## config.mk

```make
export PLATFORM = sky130hd
export DESIGN_NAME = dual_comparator_control
export DESIGN_NICKNAME = d
export VERILOG_FILES = /design/src/dual_cmp_pkg.sv /design/src/dual_comparator_control.sv
export VERILOG_INCLUDE_DIRS = /design/src /design/src/src
export SDC_FILE = /design/constraint.sdc
export NUM_CORES = 1
export LEC_CHECK = 0
export BUFFER_PORTS_ARGS = -buffer_cell sky130_fd_sc_hd__buf_2
export CAP_MARGIN = 10
export CORE_AREA = 2 2 74 76
export DETAILED_ROUTE_END_ITERATION = 8
export DIE_AREA = 0 0 76 78
export GPL_ROUTABILITY_DRIVEN = 0
export MAX_ROUTING_LAYER = met4
export PLACE_DENSITY = 0.77
export SYNTH_ARGS = -nofsm -noshare
export SYNTH_HDL_FRONTEND = slang
export SYNTH_SLANG_ARGS = --single-unit
```

## constraint.sdc

```tcl
create_clock -name core_clk -period 2.54 [get_ports core_clk]
set_input_delay 0.381 -clock core_clk [delete_from_list [all_inputs] [get_ports core_clk]]
set_output_delay 0.381 -clock core_clk [all_outputs]
set_load 0.05 [all_outputs]
```

## src/dual_cmp_defines.svh

```systemverilog
// register offsets, field positions, reset values for the dual comparator control
`ifndef DUAL_CMP_DEFINES_SVH
`define DUAL_CMP_DEFINES_SVH
`define CMP_OFS_CTRL_ONE    8'h00
`define CMP_OFS_CTRL_TWO    8'h04
`define CMP_OFS_MIRROR      8'h08
`define CMP_OFS_IRQ_STATUS  8'h0c
`define CMP_OFS_IRQ_MASK    8'h10
`define CMP_OFS_PIN_CFG     8'h14
`define CMP_OFS_PORT_READ   8'h18
`define CMP_BIT_ENABLE      7
`define CMP_BIT_RESULT      6
`define CMP_BIT_PIN_DRIVE   5
`define CMP_BIT_INVERT      4
`define CMP_BIT_SPEED       3
`define CMP_BIT_NONINV_SRC  2
`define CMP_BIT_CHAN_HI     1
`define CMP_BIT_CHAN_LO     0
`define CMP_BIT_MIRROR_ONE  7
`define CMP_BIT_MIRROR_TWO  6
`define CMP_BIT_REFSEL_ONE  5
`define CMP_BIT_REFSEL_TWO  4
`define CMP_BIT_DIR_LO      0
`define CMP_BIT_ANALOG_LO   2
`define CMP_RST_CTRL        7'h00
`define CMP_RST_REFSEL      2'h0
`define CMP_RST_IRQ_MASK    2'h0
`define CMP_RST_DIR         2'h3
`define CMP_RST_ANALOG      2'h3
`endif

```

## src/dual_cmp_pkg.sv

```systemverilog
// types shared by the dual comparator control block
package dual_cmp_pkg;
    // writable fields of one comparator control register
    typedef struct packed {
        logic       enable;
        logic       pin_drive_enable;
        logic       invert;
        logic       speed_sel;
        logic       noninv_src_sel;
        logic [1:0] inv_channel_sel;
    } cmp_ctrl_s;
    // settings handed to one analog comparator and its muxes
    typedef struct packed {
        logic       enable;
        logic       speed_sel;
        logic       noninv_src_sel;
        logic       ref_source_sel;
        logic [1:0] inv_channel_sel;
    } cmp_cfg_s;
endpackage

```

## src/dual_comparator_control.sv

```systemverilog
// register and mismatch logic for two analog comparators, avalon-mm slave
//
// Design decisions made here: the register offsets and the Avalon-MM interface to the registers.
`timescale 1ns/1ps
`default_nettype none
`include "dual_cmp_defines.svh"
// Function
// [RULE1] enable bit at top of control register
// [RULE2] result bit reads polarity-adjusted comparator output
// [RULE3] pin drive enable routes result to pin
// [RULE4] invert bit flips readable and pin result
// [RULE5] speed bit selects fast or low power
// [RULE6] reference bit picks internal path or pin
// [RULE7] two-bit field picks one of four pins
// [RULE8] pin driven only if drive, enable, output
// [RULE9] second comparator register mirrors first layout
// [RULE10] shared register mirrors both results, top bits
// [RULE11] mirror reads leave mismatch latches untouched
// [RULE12] per-comparator bit picks programmable or fixed reference
// [RULE13] shared register low four bits read zero
// [RULE14] analog-configured pins read zero on port
// [RULE15] reset clears all three registers
// [RULE16] control register read or write captures latch
// [RULE17] per-cycle latch; flag on mismatch edge
// [RULE18] disabled comparator result follows invert bit
// [RULE19] raw result passes two-flop synchroniser first
module dual_comparator_control
    import dual_cmp_pkg::*;
(
    input  wire logic        core_clk,          // system clock, 100 MHz
    input  wire logic        rstn,              // synchronous reset, active low
    input  wire logic [7:0]  avs_address,       // byte address
    input  wire logic        avs_read,          // read request
    input  wire logic        avs_write,         // write request
    input  wire logic [31:0] avs_writedata,     // write data, low byte used
    input  wire logic [3:0]  avs_byteenable,    // byte lanes
    output logic      [31:0] avs_readdata,      // read data, from flops
    output logic             avs_waitrequest,   // stall, combinational
    input  wire logic [1:0]  cmp_raw,           // asynchronous analog outputs
    output cmp_cfg_s         cfg_one,           // first comparator settings
    output cmp_cfg_s         cfg_two,           // second comparator settings
    input  wire logic [1:0]  pin_in,            // comparator output pins, input side
    output logic      [1:0]  pin_out,           // comparator output pins, drive level
    output logic      [1:0]  pin_oe,            // comparator output pins, enable
    output logic             irq                // level interrupt
);

    ////////////////////////////////////////////////////////////////////////////
    // state
    cmp_ctrl_s   ctrl_reg [2];      // both control registers, same layout
    logic [1:0]  refsel_reg;        // [0] first, [1] second
    logic [1:0]  irq_status_reg;
    logic [1:0]  irq_mask_reg;
    logic [1:0]  dir_reg;           // 1 = pin is input
    logic [1:0]  analog_reg;        // 1 = pin is analog
    logic [1:0]  raw_meta_reg;
    logic [1:0]  raw_sync_reg;
    logic [1:0]  pin_meta_reg;
    logic [1:0]  pin_sync_reg;
    logic [1:0]  read_latch_reg;
    logic [1:0]  sample_latch_reg;
    logic [1:0]  mismatch_d_reg;
    logic [1:0]  pin_out_reg;
    logic [1:0]  pin_oe_reg;
    logic        ack_reg;
    logic [31:0] readdata_reg;

    logic [1:0]  result;
    logic [1:0]  mismatch;
    logic [1:0]  irq_event;
    logic        request;
    logic        accept;
    logic        wr_lane;
    logic [1:0]  ctrl_access;
    logic [1:0]  port_value;

    ////////////////////////////////////////////////////////////////////////////
    // functions

    // control register image as software sees it
    function automatic logic [7:0] ctrl_image(input cmp_ctrl_s c, input logic res);
        logic [7:0] v;
        v = 8'h00;
        v[`CMP_BIT_ENABLE]     = c.enable;              // RULE1
        v[`CMP_BIT_RESULT]     = res;                   // RULE2
        v[`CMP_BIT_PIN_DRIVE]  = c.pin_drive_enable;    // RULE3
        v[`CMP_BIT_INVERT]     = c.invert;              // RULE4
        v[`CMP_BIT_SPEED]      = c.speed_sel;           // RULE5
        v[`CMP_BIT_NONINV_SRC] = c.noninv_src_sel;      // RULE6
        v[`CMP_BIT_CHAN_HI:`CMP_BIT_CHAN_LO] = c.inv_channel_sel;   // RULE7
        return v;
    endfunction

    // written byte back into fields; the result bit is read-only
    function automatic cmp_ctrl_s ctrl_fields(input logic [7:0] v);
        cmp_ctrl_s c;
        c.enable           = v[`CMP_BIT_ENABLE];        // RULE1
        c.pin_drive_enable = v[`CMP_BIT_PIN_DRIVE];     // RULE3
        c.invert           = v[`CMP_BIT_INVERT];        // RULE4
        c.speed_sel        = v[`CMP_BIT_SPEED];         // RULE5
        c.noninv_src_sel   = v[`CMP_BIT_NONINV_SRC];    // RULE6
        c.inv_channel_sel  = v[`CMP_BIT_CHAN_HI:`CMP_BIT_CHAN_LO]; // RULE7
        return c;
    endfunction

    // polarity-adjusted result; a disabled comparator shows its invert bit
    function automatic logic adjusted(input cmp_ctrl_s c, input logic raw);
        return c.enable ? (raw ^ c.invert) : c.invert;  // RULE2 RULE4 RULE18
    endfunction

    ////////////////////////////////////////////////////////////////////////////
    // bus handshake: every access stalls one cycle so read data can be flopped
    assign request         = avs_read | avs_write;
    assign avs_waitrequest = request & ~ack_reg;
    assign accept          = request & ack_reg;
    assign wr_lane         = avs_write & accept & avs_byteenable[0];
    assign avs_readdata    = readdata_reg;

    // control register touched (read or write) this accept
    always_comb begin
        ctrl_access    = 2'b00;
        ctrl_access[0] = accept && (avs_address == `CMP_OFS_CTRL_ONE);
        ctrl_access[1] = accept && (avs_address == `CMP_OFS_CTRL_TWO);
    end

    // ack pulses one cycle after a request appears, then drops
    always_ff @(posedge core_clk) begin
        if (!rstn) begin
            ack_reg <= 1'b0;
        end else begin
            ack_reg <= request & ~ack_reg;
        end
    end

    ////////////////////////////////////////////////////////////////////////////
    // synchronisers: first stage feeds only the second
    always_ff @(posedge core_clk) begin
        if (!rstn) begin
            raw_meta_reg <= 2'b00;
            raw_sync_reg <= 2'b00;
            pin_meta_reg <= 2'b00;
            pin_sync_reg <= 2'b00;
        end else begin
            raw_meta_reg <= cmp_raw;            // RULE19
            raw_sync_reg <= raw_meta_reg;       // RULE19
            pin_meta_reg <= pin_in;
            pin_sync_reg <= pin_meta_reg;
        end
    end

    // readable result for each comparator
    always_comb begin
        result[0] = adjusted(ctrl_reg[0], raw_sync_reg[0]);
        result[1] = adjusted(ctrl_reg[1], raw_sync_reg[1]);
    end

    ////////////////////////////////////////////////////////////////////////////
    // control registers, one loop keeps both layouts identical
    always_ff @(posedge core_clk) begin
        if (!rstn) begin
            ctrl_reg[0] <= cmp_ctrl_s'(`CMP_RST_CTRL);      // RULE15
            ctrl_reg[1] <= cmp_ctrl_s'(`CMP_RST_CTRL);      // RULE15
        end else begin
            for (int i = 0; i < 2; i++) begin
                if (ctrl_access[i] && wr_lane) begin
                    ctrl_reg[i] <= ctrl_fields(avs_writedata[7:0]);  // RULE9
                end
            end
        end
    end

    // shared reference select bits
    always_ff @(posedge core_clk) begin
        if (!rstn) begin
            refsel_reg <= `CMP_RST_REFSEL;                  // RULE15
        end else if (wr_lane && avs_address == `CMP_OFS_MIRROR) begin
            refsel_reg[0] <= avs_writedata[`CMP_BIT_REFSEL_ONE];    // RULE12
            refsel_reg[1] <= avs_writedata[`CMP_BIT_REFSEL_TWO];    // RULE12
        end
    end

    // pin direction and analog selection; pins start as analog inputs
    always_ff @(posedge core_clk) begin
        if (!rstn) begin
            dir_reg    <= `CMP_RST_DIR;
            analog_reg <= `CMP_RST_ANALOG;
        end else if (wr_lane && avs_address == `CMP_OFS_PIN_CFG) begin
            dir_reg    <= avs_writedata[`CMP_BIT_DIR_LO +: 2];
            analog_reg <= avs_writedata[`CMP_BIT_ANALOG_LO +: 2];
        end
    end

    ////////////////////////////////////////////////////////////////////////////
    // analog settings, straight from the registers
    always_comb begin
        cfg_one.enable          = ctrl_reg[0].enable;           // RULE1
        cfg_one.speed_sel       = ctrl_reg[0].speed_sel;        // RULE5
        cfg_one.noninv_src_sel  = ctrl_reg[0].noninv_src_sel;   // RULE6
        cfg_one.ref_source_sel  = refsel_reg[0];                // RULE12
        cfg_one.inv_channel_sel = ctrl_reg[0].inv_channel_sel;  // RULE7
        cfg_two.enable          = ctrl_reg[1].enable;           // RULE1
        cfg_two.speed_sel       = ctrl_reg[1].speed_sel;        // RULE5
        cfg_two.noninv_src_sel  = ctrl_reg[1].noninv_src_sel;   // RULE6
        cfg_two.ref_source_sel  = refsel_reg[1];                // RULE12
        cfg_two.inv_channel_sel = ctrl_reg[1].inv_channel_sel;  // RULE7
    end

    // pin drive, flopped so the pin never glitches on the invert path
    always_ff @(posedge core_clk) begin
        if (!rstn) begin
            pin_out_reg <= 2'b00;
            pin_oe_reg  <= 2'b00;
        end else begin
            for (int i = 0; i < 2; i++) begin
                pin_out_reg[i] <= result[i];                                // RULE3 RULE4
                pin_oe_reg[i]  <= ctrl_reg[i].pin_drive_enable
                                  & ctrl_reg[i].enable & ~dir_reg[i];       // RULE8
            end
        end
    end
    assign pin_out = pin_out_reg;
    assign pin_oe  = pin_oe_reg;

    // port readback: analog pins always read zero
    assign port_value = pin_sync_reg & ~analog_reg;     // RULE14

    ////////////////////////////////////////////////////////////////////////////
    // mismatch latches: one per control access, one every cycle
    always_ff @(posedge core_clk) begin
        if (!rstn) begin
            read_latch_reg <= 2'b00;
        end else begin
            for (int i = 0; i < 2; i++) begin
                // writes count as reads; mirror reads never reach here
                if (ctrl_access[i]) begin
                    read_latch_reg[i] <= result[i];     // RULE16 RULE11
                end
            end
        end
    end

    // free-running sample latch and mismatch edge detect
    always_ff @(posedge core_clk) begin
        if (!rstn) begin
            sample_latch_reg <= 2'b00;
            mismatch_d_reg   <= 2'b00;
        end else begin
            sample_latch_reg <= result;                 // RULE17
            mismatch_d_reg   <= mismatch;
        end
    end
    assign mismatch  = read_latch_reg ^ sample_latch_reg;
    assign irq_event = mismatch & ~mismatch_d_reg;      // RULE17

    ////////////////////////////////////////////////////////////////////////////
    // interrupt status (write one to clear, a new event wins) and mask
    always_ff @(posedge core_clk) begin
        if (!rstn) begin
            irq_status_reg <= 2'b00;
        end else begin
            for (int i = 0; i < 2; i++) begin
                if (irq_event[i]) begin
                    irq_status_reg[i] <= 1'b1;          // RULE17
                end else if (wr_lane && avs_address == `CMP_OFS_IRQ_STATUS
                             && avs_writedata[i]) begin
                    irq_status_reg[i] <= 1'b0;
                end
            end
        end
    end

    always_ff @(posedge core_clk) begin
        if (!rstn) begin
            irq_mask_reg <= `CMP_RST_IRQ_MASK;
        end else if (wr_lane && avs_address == `CMP_OFS_IRQ_MASK) begin
            irq_mask_reg <= avs_writedata[1:0];
        end
    end

    assign irq = |(irq_status_reg & irq_mask_reg);

    ////////////////////////////////////////////////////////////////////////////
    // read data, captured in the stall cycle; unmapped reads give zero
    always_ff @(posedge core_clk) begin
        if (!rstn) begin
            readdata_reg <= 32'h0000_0000;
        end else if (avs_read && !ack_reg) begin
            readdata_reg <= 32'h0000_0000;
            unique case (avs_address)
                `CMP_OFS_CTRL_ONE: readdata_reg[7:0] <= ctrl_image(ctrl_reg[0], result[0]);
                `CMP_OFS_CTRL_TWO: readdata_reg[7:0] <= ctrl_image(ctrl_reg[1], result[1]);
                `CMP_OFS_MIRROR: begin
                    readdata_reg[`CMP_BIT_MIRROR_ONE] <= result[0];     // RULE10
                    readdata_reg[`CMP_BIT_MIRROR_TWO] <= result[1];     // RULE10
                    readdata_reg[`CMP_BIT_REFSEL_ONE] <= refsel_reg[0]; // RULE12
                    readdata_reg[`CMP_BIT_REFSEL_TWO] <= refsel_reg[1]; // RULE12
                    // low nibble stays zero                               RULE13
                end
                `CMP_OFS_IRQ_STATUS: readdata_reg[1:0] <= irq_status_reg;
                `CMP_OFS_IRQ_MASK:   readdata_reg[1:0] <= irq_mask_reg;
                `CMP_OFS_PIN_CFG: begin
                    readdata_reg[`CMP_BIT_DIR_LO +: 2]    <= dir_reg;
                    readdata_reg[`CMP_BIT_ANALOG_LO +: 2] <= analog_reg;
                end
                `CMP_OFS_PORT_READ: readdata_reg[1:0] <= port_value;    // RULE14
                default: readdata_reg <= 32'h0000_0000;
            endcase
        end
    end
endmodule
`default_nettype wire

```

==> impl_metrics.json, run 1 <==
{
  "power.density_cell_area_nw_per_um2": 596,
  "initial_utilization_pct": 46.1,
  "cts_repair_resize_count": 0,
  "grt_max_degree": 30,
  "setup-tns-final_ns": 0,
  "power.net_switching_w": 0.000465,
  "critical_path_required_ns": 2.57,
  "fmax_mhz": 590,
  "filler_cell_count": 475,
  "drtAntennaViolNets": 0,
  "cts.clk_slew.worst_paths_ns": 0.09,
  "dp_cells": 336,
  "timing.critical_path.max_delay_family": "simple AND/OR/NAND/NOR gates",
  "final_cell_count_no_fill": 344,
  "yosys-top-cells-area": "sky130_fd_sc_hd__dfxtp_1 30%, sky130_fd_sc_hd__edfxtp_1 18%, sky130_fd_sc_hd__buf_4 11%",
  "number_of_flops_mapped_to_enable_cells_by_yosys": 14,
  "drive_gt1_share_pct": 24.8,
  "wire_length_on_met3_um": 331,
  "cts_tree": "built",
  "netlist.area_leader.share_pct": 30.2,
  "finalSetupViolCount": 0,
  "detailed_place_hpwl_um": 3690,
  "synth_warnings": 0,
  "cts_buffers": 5,
  "netSwitchingFraction_pct": 30.3,
  "final.min_clock_period_ns": 1.69,
  "startpoint_of_the_worst_hold_path": "cmp_raw[0]",
  "most_common_library_cell_in_the_layout_ignoring_fill_and_taps": "sky130_fd_sc_hd__buf_2",
  "first_global_vias": 1611,
  "portion_of_the_clock_cycle_consumed_by_the_worst_path_in_the_final_layout_pct": 66.7,
  "netlist_area_um2": 2320,
  "met2WireLength_um": 2270,
  "min_path_type": "in2reg",
  "cts_root_buffer": "sky130_fd_sc_hd__clkbuf_8",
  "total_cell_area_at_the_placement_stage_um2": 2490,
  "yosysSeqAreaShare_pct": 48.2,
  "layout.nets": 325,
  "maxUsedRoutingLayer": "met4",
  "chipHeight_um": 78,
  "critical_path_arrival_ns": 1.72,
  "cts_buffer_depth": 2,
  "vias": 1694,
  "io_buffers": 49,
  "cp_max_fo": 18,
  "antenna_found_initial": 0,
  "combinationalPowerShare_pct": 15.3,
  "power.internal_w": 0.00107,
  "total_leakage_power_nw": 1.15,
  "critical_path_buf_inv_count": 2,
  "ys_async_sr_fraction_pct": 0,
  "insertion_delay_ns": 0.31,
  "routed_wirelength_um": 4860,
  "post_cts.repair.setup_buffers": 0,
  "final_slew_violations": 0,
  "grt_use_total_pct": 17.1,
  "syn_avg_cell_area_um2": 10.1,
  "synth_cell_type_count": 40,
  "synth-main-ff-cell": "sky130_fd_sc_hd__dfxtp_1",
  "drt-pass1-iter-count": 4,
  "setup.worst_path.start_class": "input port",
  "grt_setup_unrepaired": "false",
  "design_area_um2": 2580,
  "globalRoute.totalOverflow": 0,
  "core_region_area_um2": 5040,
  "max_cap_viol_count": 0,
  "synthDominantAreaCellType": "sky130_fd_sc_hd__dfxtp_1",
  "largest_register_ffs": 14,
  "dieWidth_um": 76,
  "grt_pass1_wl_um": 7850,
  "power_frac_clock_pct": 30.4,
  "core.rowCount": 26,
  "cell_type_of_the_slowest_stage_on_the_worst_timing_path": "sky130_fd_sc_hd__or4_1",
  "drc": 0,
  "area_growth_pct": 11.0,
  "finalHoldViolations": 0,
  "peakVddDrop_mv": 0.384,
  "floorplan.die_area_um2": 5930,
  "cts-htree-levels": 2,
  "number_of_primary_i_o_pins": 102,
  "cts_sinks": 49,
  "slowest_delay_ns": 0.52,
  "setup.worst_path.start": "avs_address[2]",
  "postCtsHoldBufs": 0,
  "worstSetupEndpointType": "flip-flop",
  "postSynthRegisterBits": 49,
  "synthesis.instances": 231,
  "crit_type": "in2reg",
  "wire_per_inst_um": 14.1,
  "power.share.sequential_pct": 54.3,
  "regToRegStartpoint": "ack_reg$_SDFF_PN0_",
  "antenna_cells": 0,
  "timing.clock.skew_ns": 0.00501,
  "drt_iter0_markers": 79,
  "path_cells": "buf_2 > or4_1 > o21ai_0 > buf_4",
  "vias_per_cell": 4.92,
  "run_status": "complete, no violations",
  "route.layer.met1.wl_um": 2130,
  "mostFrequentLayoutCells": "49 x sky130_fd_sc_hd__buf_2, 35 x sky130_fd_sc_hd__dfxtp_1, 24 x sky130_fd_sc_hd__conb_1"
}
==> through the flow <==
stage / util, % / setup WS (ns) / hold WS [ns] / total power (W)
detailed placement: 49.4 / 0.560 / 0.419 / 0.00109
CTS: 51.1 / 0.878 / 0.268 / 0.00154
global route: 51.1 / 0.792 / 0.273 / 0.00159
floorplan: - / 0.578 / 0.412 / 0.00106
global placement: 49.4 / 0.529 / 0.416 / 0.00108
finish: 51.1 / 0.846 / 0.272 / 0.00154
==> power groups by stage <==
| stage | combinational (W) | clock [W] | sequential, W |
|---|---|---|---|
| floorplan | 0.000202 | 0 | 0.000863 |
| global placement | 0.000231 | 0 | 0.000852 |
| detailed placement | 0.000234 | 0 | 0.000853 |
| CTS | 0.000234 | 0.000475 | 0.000835 |
| global route | 0.000250 | 0.000504 | 0.000838 |
| finish | 0.000235 | 0.000467 | 0.000835 |
==> metal layers <==
layer / global-route usage, % / up-vias
li1: - / 829
met1: 21.1 / 767
met2: 27.6 / 84
met3: 4.53 / 14
met4: 5.82 / 0
met5: - / -
==> final timing paths <==
path / end / slack [ns] / cells past startpoint
worst max-delay path: ctrl_reg[0][0]$_DFFE_PP_ / 0.85 / 4
worst min-delay path: raw_meta_reg[0]$_SDFF_PN0_ / 0.27 / 2
worst max register to register: ctrl_reg[0][0]$_DFFE_PP_ / 0.94 / 4
worst min register to register: pin_sync_reg[0]$_SDFF_PN0_ / 0.44 / 1
==> cells by family (layout without fill, tap and decap cells) <==
| kind of cell | count (synthesis) | count (layout) | share of synthesized area (%) |
|---|---|---|---|
| simple gates | 89 | 89 | 22.1 |
| flops | 49 | 49 | 48.2 |
| buf+inv | 43 | 63 | 12.5 |
| compound gates | 27 | 27 | 7.54 |
| mux | 18 | 18 | 7.86 |
| xor+xnor | 4 | 4 | 1.51 |
| other cells | 1 | 24 | 0.161 |
==> Yosys cell counts (all sizes together) (5+ instances only) <==
library cell / number
buf: 36
dfxtp: 35
and2: 21
nand2: 18
mux2i: 16
edfxtp: 14
nor2: 13
o21ai: 12
nand3: 9
nor2b: 6
clkbuf: 5
==> layout make-up <==
type | instances | area (µm²) | area share [%]
Clock inverter | 3 | 21.3 | 0.825
Sequential cell | 49 | 1120 | 43.5
Tap cell | 70 | 87.6 | 3.40
Multi-Input combinational cell | 162 | 997 | 38.7
Inverter | 2 | 7.51 | 0.291
Clock buffer | 5 | 68.8 | 2.67
Timing Repair Buffer | 53 | 275 | 10.7
Note: power is estimated with default switching activity, not from simulation.
==> run 2: changes to the inputs <==
==> constraint.sdc (replaced) <==
create_clock -name core_clk -period 1.6 [get_ports core_clk]
set_input_delay 0.24 -clock core_clk [delete_from_list [all_inputs] [get_ports core_clk]]
set_output_delay 0.24 -clock core_clk [all_outputs]
set_load 0.05 [all_outputs]
==> impl_metrics.json, run 2 (synthesized netlist as in run 1, its figures left out) <==
{
  "total_cell_area_at_the_placement_stage_um2": 2630,
  "core.rowCount": 26,
  "route.layer.met1.wl_um": 2090,
  "setup_ws_ns": 0.138,
  "cts_buffers": 5,
  "drc": 0,
  "setup.worst_path.start": "ack_reg$_SDFF_PN0_",
  "timing.clock.skew_ns": 0.00877,
  "register_area_um2": 1120,
  "report.power.total_w": 0.00258,
  "total_leakage_power_nw": 1.25,
  "crit_type": "reg2reg",
  "routed_wirelength_um": 4960,
  "floorplan.die_area_um2": 5930,
  "place_ws_ns": -0.150,
  "power.density_cell_area_nw_per_um2": 940,
  "largest_register_ffs": 14,
  "startpoint_of_the_worst_hold_path": "pin_in[1]",
  "cts_root_buffer": "sky130_fd_sc_hd__clkbuf_8",
  "peakVddDrop_mv": 0.501,
  "chipHeight_um": 78,
  "drt_iter0_markers": 101,
  "number_of_primary_i_o_pins": 102,
  "globalRoute.totalOverflow": 0,
  "cts_tree": "built",
  "core_region_area_um2": 5040,
  "drive_gt1_share_pct": 29.8,
  "first_global_vias": 1672,
  "insertion_delay_ns": 0.30,
  "critical_path_arrival_ns": 1.48,
  "worstSetupEndpointType": "flip-flop",
  "run_status": "complete, no violations",
  "initial_utilization_pct": 46.1,
  "area_growth_pct": 18.0,
  "layout.nets": 343,
  "cts.clk_slew.worst_paths_ns": 0.08,
  "antenna_cells": 0,
  "filler_cell_count": 481,
  "most_common_library_cell_in_the_layout_ignoring_fill_and_taps": "sky130_fd_sc_hd__buf_2",
  "grt_pass1_wl_um": 7880,
  "vias_per_cell": 4.94,
  "area_of_the_multi_input_gates_um2": 1000,
  "vias": 1787,
  "final.min_clock_period_ns": 1.46,
  "max_cap_viol_count": 0,
  "detailed_place_hpwl_um": 3870,
  "finalHoldViolations": 0,
  "cts_repair_resize_count": 0,
  "met2WireLength_um": 2430,
  "min_path_type": "in2reg",
  "grt_use_total_pct": 17.5,
  "wire_length_on_met3_um": 308,
  "setup.worst_path.start_class": "flip-flop",
  "mostFrequentLayoutCells": "49 x sky130_fd_sc_hd__buf_2, 35 x sky130_fd_sc_hd__dfxtp_1, 24 x sky130_fd_sc_hd__conb_1",
  "cts_sinks": 49,
  "drt-pass1-iter-count": 4,
  "fmax_mhz": 684,
  "finalSetupViolCount": 0,
  "antenna_found_initial": 0,
  "post_cts.repair.setup_buffers": 0,
  "final_slew_violations": 0,
  "portion_of_the_clock_cycle_consumed_by_the_worst_path_in_the_final_layout_pct": 91.4,
  "critical_path_required_ns": 1.62,
  "wire_per_inst_um": 13.7,
  "cts-htree-levels": 2,
  "cts_buffer_depth": 2,
  "drtAntennaViolNets": 0,
  "design_area_um2": 2740,
  "dieWidth_um": 76,
  "grt_setup_unrepaired": "false",
  "grt_max_degree": 16,
  "cp_max_fo": 6,
  "maxUsedRoutingLayer": "met4",
  "io_buffers": 49,
  "regToRegStartpoint": "ack_reg$_SDFF_PN0_",
  "postCtsHoldBufs": 0
}
run 2: cell types whose count changed in the layout (fill, tap and decap cells not counted):
cell	delta
sky130_fd_sc_hd__o21ai_0	-2
sky130_fd_sc_hd__clkinv_2	-1
sky130_fd_sc_hd__o21ai_2	+1
sky130_fd_sc_hd__clkbuf_8	+1
sky130_fd_sc_hd__inv_6	-1
sky130_fd_sc_hd__clkbuf_16	+1
sky130_fd_sc_hd__o21ai_1	+1
sky130_fd_sc_hd__buf_4	+18
run 2: power breakdown:
group          leakage [nW]  internal, W  switching (W)
combinational         0.766     0.000104       0.000294
sequential            0.430      0.00131      0.0000184
clock                0.0556     0.000446       0.000410
total                  1.25      0.00186       0.000723
run 2: through the flow:
stage | std cells | util [%] | hold slack, ns | TNS (ns)
after CTS | 362 | 54.4 | 0.139 | 0
final | 362 | 54.4 | 0.141 | 0
after global placement | 354 | 52.1 | 0.418 | -0.639
after detailed placement | 354 | 52.1 | 0.418 | -0.883
after floorplan | 254 | - | 0.365 | 0
after global routing | 362 | 54.4 | 0.143 | 0
run 2: final timing paths:
path / slack, ns / cells past startpoint / end
setup reg to reg: 0.14 / 4 / ctrl_reg[0][4]$_DFFE_PP_
setup / recovery: 0.14 / 4 / ctrl_reg[0][4]$_DFFE_PP_
hold / removal: 0.14 / 2 / pin_meta_reg[1]$_SDFF_PN0_
hold reg to reg: 0.44 / 1 / raw_sync_reg[1]$_SDFF_PN0_
run 2: critical path: stages (launching register included):
cell and delay, ns:
sky130_fd_sc_hd__dfxtp_1 0.41, sky130_fd_sc_hd__and3_1 0.26, sky130_fd_sc_hd__nand2_1 0.13, sky130_fd_sc_hd__o21ai_1 0.22, sky130_fd_sc_hd__buf_4 0.18
run 2: final cells by class:
cell class / instances / share of cell area, %
flip-flops and latches: 49 / 40.9
multi-input cells: 162 / 36.5
repair buffers: 71 / 15.0
clock buffers: 7 / 3.92
well taps: 70 / 3.19
clock inverters: 1 / 0.274
inverters: 2 / 0.274
run 2: metal layers:
layer	vias to the layer above	GRT usage, %
met2	75	29.0
met3	14	4.07
met4	0	6.18
met1	831	21.0
li1	867	-
met5	-	-
==> run 3: changes to the inputs <==
--- a/config.mk
+++ b/config.mk
@@ -14,6 +14,7 @@
 export GPL_ROUTABILITY_DRIVEN = 0
 export MAX_ROUTING_LAYER = met4
 export PLACE_DENSITY = 0.77
+export SETUP_SLACK_MARGIN = 0.15
 export SYNTH_ARGS = -nofsm -noshare
 export SYNTH_HDL_FRONTEND = slang
 export SYNTH_SLANG_ARGS = --single-unit
==> impl_metrics.json, run 3 (synthesized netlist as in run 1, its figures left out) <==
{
  "run_status": "complete, no violations",
  "cts_root_buffer": "sky130_fd_sc_hd__clkbuf_8",
  "total_leakage_power_nw": 1.26,
  "power_frac_clock_pct": 34.4,
  "globalRoute.totalOverflow": 0,
  "critical_path_arrival_ns": 1.40,
  "initial_utilization_pct": 46.1,
  "postLayoutCoreUtil_pct": 55.0,
  "finalSetupViolCount": 0,
  "detailed_place_hpwl_um": 4020,
  "design_area_um2": 2770,
  "area_growth_pct": 19.4,
  "floorplan.die_area_um2": 5930,
  "routed_wirelength_um": 5160,
  "antenna_cells": 0,
  "dieWidth_um": 76,
  "cp_max_fo": 6,
  "cts-htree-levels": 2,
  "final_slew_violations": 0,
  "power.net_switching_w": 0.000716,
  "power.density_cell_area_nw_per_um2": 951,
  "setup.worst_path.start_class": "flip-flop",
  "grt_pass1_wl_um": 8090,
  "chipHeight_um": 78,
  "crit_type": "reg2reg",
  "wire_per_inst_um": 14.2,
  "critical_path_buf_inv_count": 1,
  "combinationalPowerShare_pct": 15.4,
  "cell_type_of_the_slowest_stage_on_the_worst_timing_path": "sky130_fd_sc_hd__dfxtp_2",
  "max_cap_viol_count": 0,
  "vias": 1789,
  "most_common_library_cell_in_the_layout_ignoring_fill_and_taps": "sky130_fd_sc_hd__buf_2",
  "cts.clk_slew.worst_paths_ns": 0.09,
  "final.min_clock_period_ns": 1.38,
  "drive_gt1_share_pct": 32.1,
  "timing.clock.skew_ns": 0.00677,
  "vias_per_cell": 4.93,
  "grt_use_total_pct": 17.7,
  "layout.nets": 344,
  "io_buffers": 49,
  "cts_buffer_depth": 2,
  "min_path_type": "in2reg",
  "worstSetupEndpointType": "flip-flop",
  "cts_sinks": 49,
  "grt_max_degree": 16,
  "finalHoldViolations": 0,
  "power.internal_w": 0.00192,
  "timing.critical_path.max_delay_family": "flip-flops",
  "report.power.total_w": 0.00264,
  "total_cell_area_at_the_placement_stage_um2": 2640,
  "slowest_delay_ns": 0.37,
  "path_cells": "and3_2 > nand2_1 > o21ai_2 > buf_4",
  "drt_iter0_markers": 48,
  "core.rowCount": 26,
  "insertion_delay_ns": 0.30,
  "mostFrequentLayoutCells": "49 x sky130_fd_sc_hd__buf_2, 34 x sky130_fd_sc_hd__dfxtp_1, 24 x sky130_fd_sc_hd__conb_1",
  "peakVddDrop_mv": 0.811,
  "number_of_primary_i_o_pins": 102,
  "drtAntennaViolNets": 0,
  "critical_path_required_ns": 1.62,
  "grt_setup_unrepaired": "false",
  "setup_ws_ns": 0.221,
  "netSwitchingFraction_pct": 27.1,
  "portion_of_the_clock_cycle_consumed_by_the_worst_path_in_the_final_layout_pct": 86.2,
  "drt-pass1-iter-count": 4,
  "fmax_mhz": 725,
  "drc": 0,
  "power.share.sequential_pct": 50.2,
  "largest_register_ffs": 14,
  "cts_tree": "built",
  "post_cts.repair.setup_buffers": 0,
  "antenna_found_initial": 0,
  "first_global_vias": 1701,
  "core_region_area_um2": 5040,
  "place_ws_ns": -0.0842,
  "cts_buffers": 5
}
==> run 3: cell types whose count changed in the layout (fill, tap and decap cells not counted), sizes merged <==
| cell | previous run | this run |
|---|---|---|
| buf | 71 | 72 |
| clkbuf | 7 | 6 |
| bufinv | 0 | 1 |
==> run 3: path summary, 6_finish.rpt <==
check	startpoint	to	slack, ns	cells past startpoint
setup reg to reg	ack_reg$_SDFF_PN0_	ctrl_reg[0][5]$_DFFE_PP_	0.22	4
hold / removal	cmp_raw[0]	raw_meta_reg[0]$_SDFF_PN0_	0.15	2
hold reg to reg	raw_meta_reg[1]$_SDFF_PN0_	raw_sync_reg[1]$_SDFF_PN0_	0.44	1
setup / recovery	ack_reg$_SDFF_PN0_	ctrl_reg[0][5]$_DFFE_PP_	0.22	4
==> run 3: final cells by class <==
cell class                 instances  area, µm²
tap                               70       87.6
sequential                        49       1120
clock inverter                     2       37.5
clock buffer                       6       82.6
fill                             467       2270
multi-input combinational        162       1020
timing repair buffer              72        418
inverter                           2       7.51
==> run 3: power by group through the flow <==
| stage | Sequential, W | Combinational, W | Clock (W) |
|---|---|---|---|
| finish | 0.00132 | 0.000406 | 0.000906 |
| global route | 0.00133 | 0.000429 | 0.000970 |
| CTS | 0.00132 | 0.000401 | 0.000924 |
| detailed placement | 0.00135 | 0.000399 | 0 |
| global placement | 0.00135 | 0.000396 | 0 |
| floorplan | 0.00137 | 0.000326 | 0 |
==> run 3: timing repair <==
| action | 4_1_cts | 5_1_grt |
|---|---|---|
| endpoints found under the setup margin | 0 | 30 |
| hold buffers | 0 | 0 |
| hold endpoints to repair | 0 | 0 |
| resized for setup | 0 | 4 |
==> run 3: stage by stage <==
step	std cells	hold WS [ns]	setup TNS, ns
5_1_grt	363	0.140	0
3_3_place_gp	355	0.417	-0.0989
4_1_cts	363	0.139	0
3_5_place_dp	355	0.421	-0.173
2_1_floorplan	254	0.365	0
6_report	363	0.145	0
==> run 3: worst register-to-register path: cells and delay by family (launching register included) <==
kind / cells / cell delay [ns]
DFF: 1 / 0.37
buffers and inverters: 1 / 0.17
AOI/OAI and AO/OA: 1 / 0.21
and+or+nand+nor: 2 / 0.35
==> run 3: layer usage <==
| layer | track usage (%) | routed length (µm) | share of wire, % | vias up |
|---|---|---|---|---|
| met2 | 32.1 | 2650 | 51 | 65 |
| met5 | - | 0 | 0 | - |
| li1 | - | - | - | 865 |
| met1 | 19.7 | 2140 | 42 | 852 |
| met3 | 4.53 | 314 | 6.1 | 7 |
| met4 | 3.82 | 54 | 1.0 | 0 |
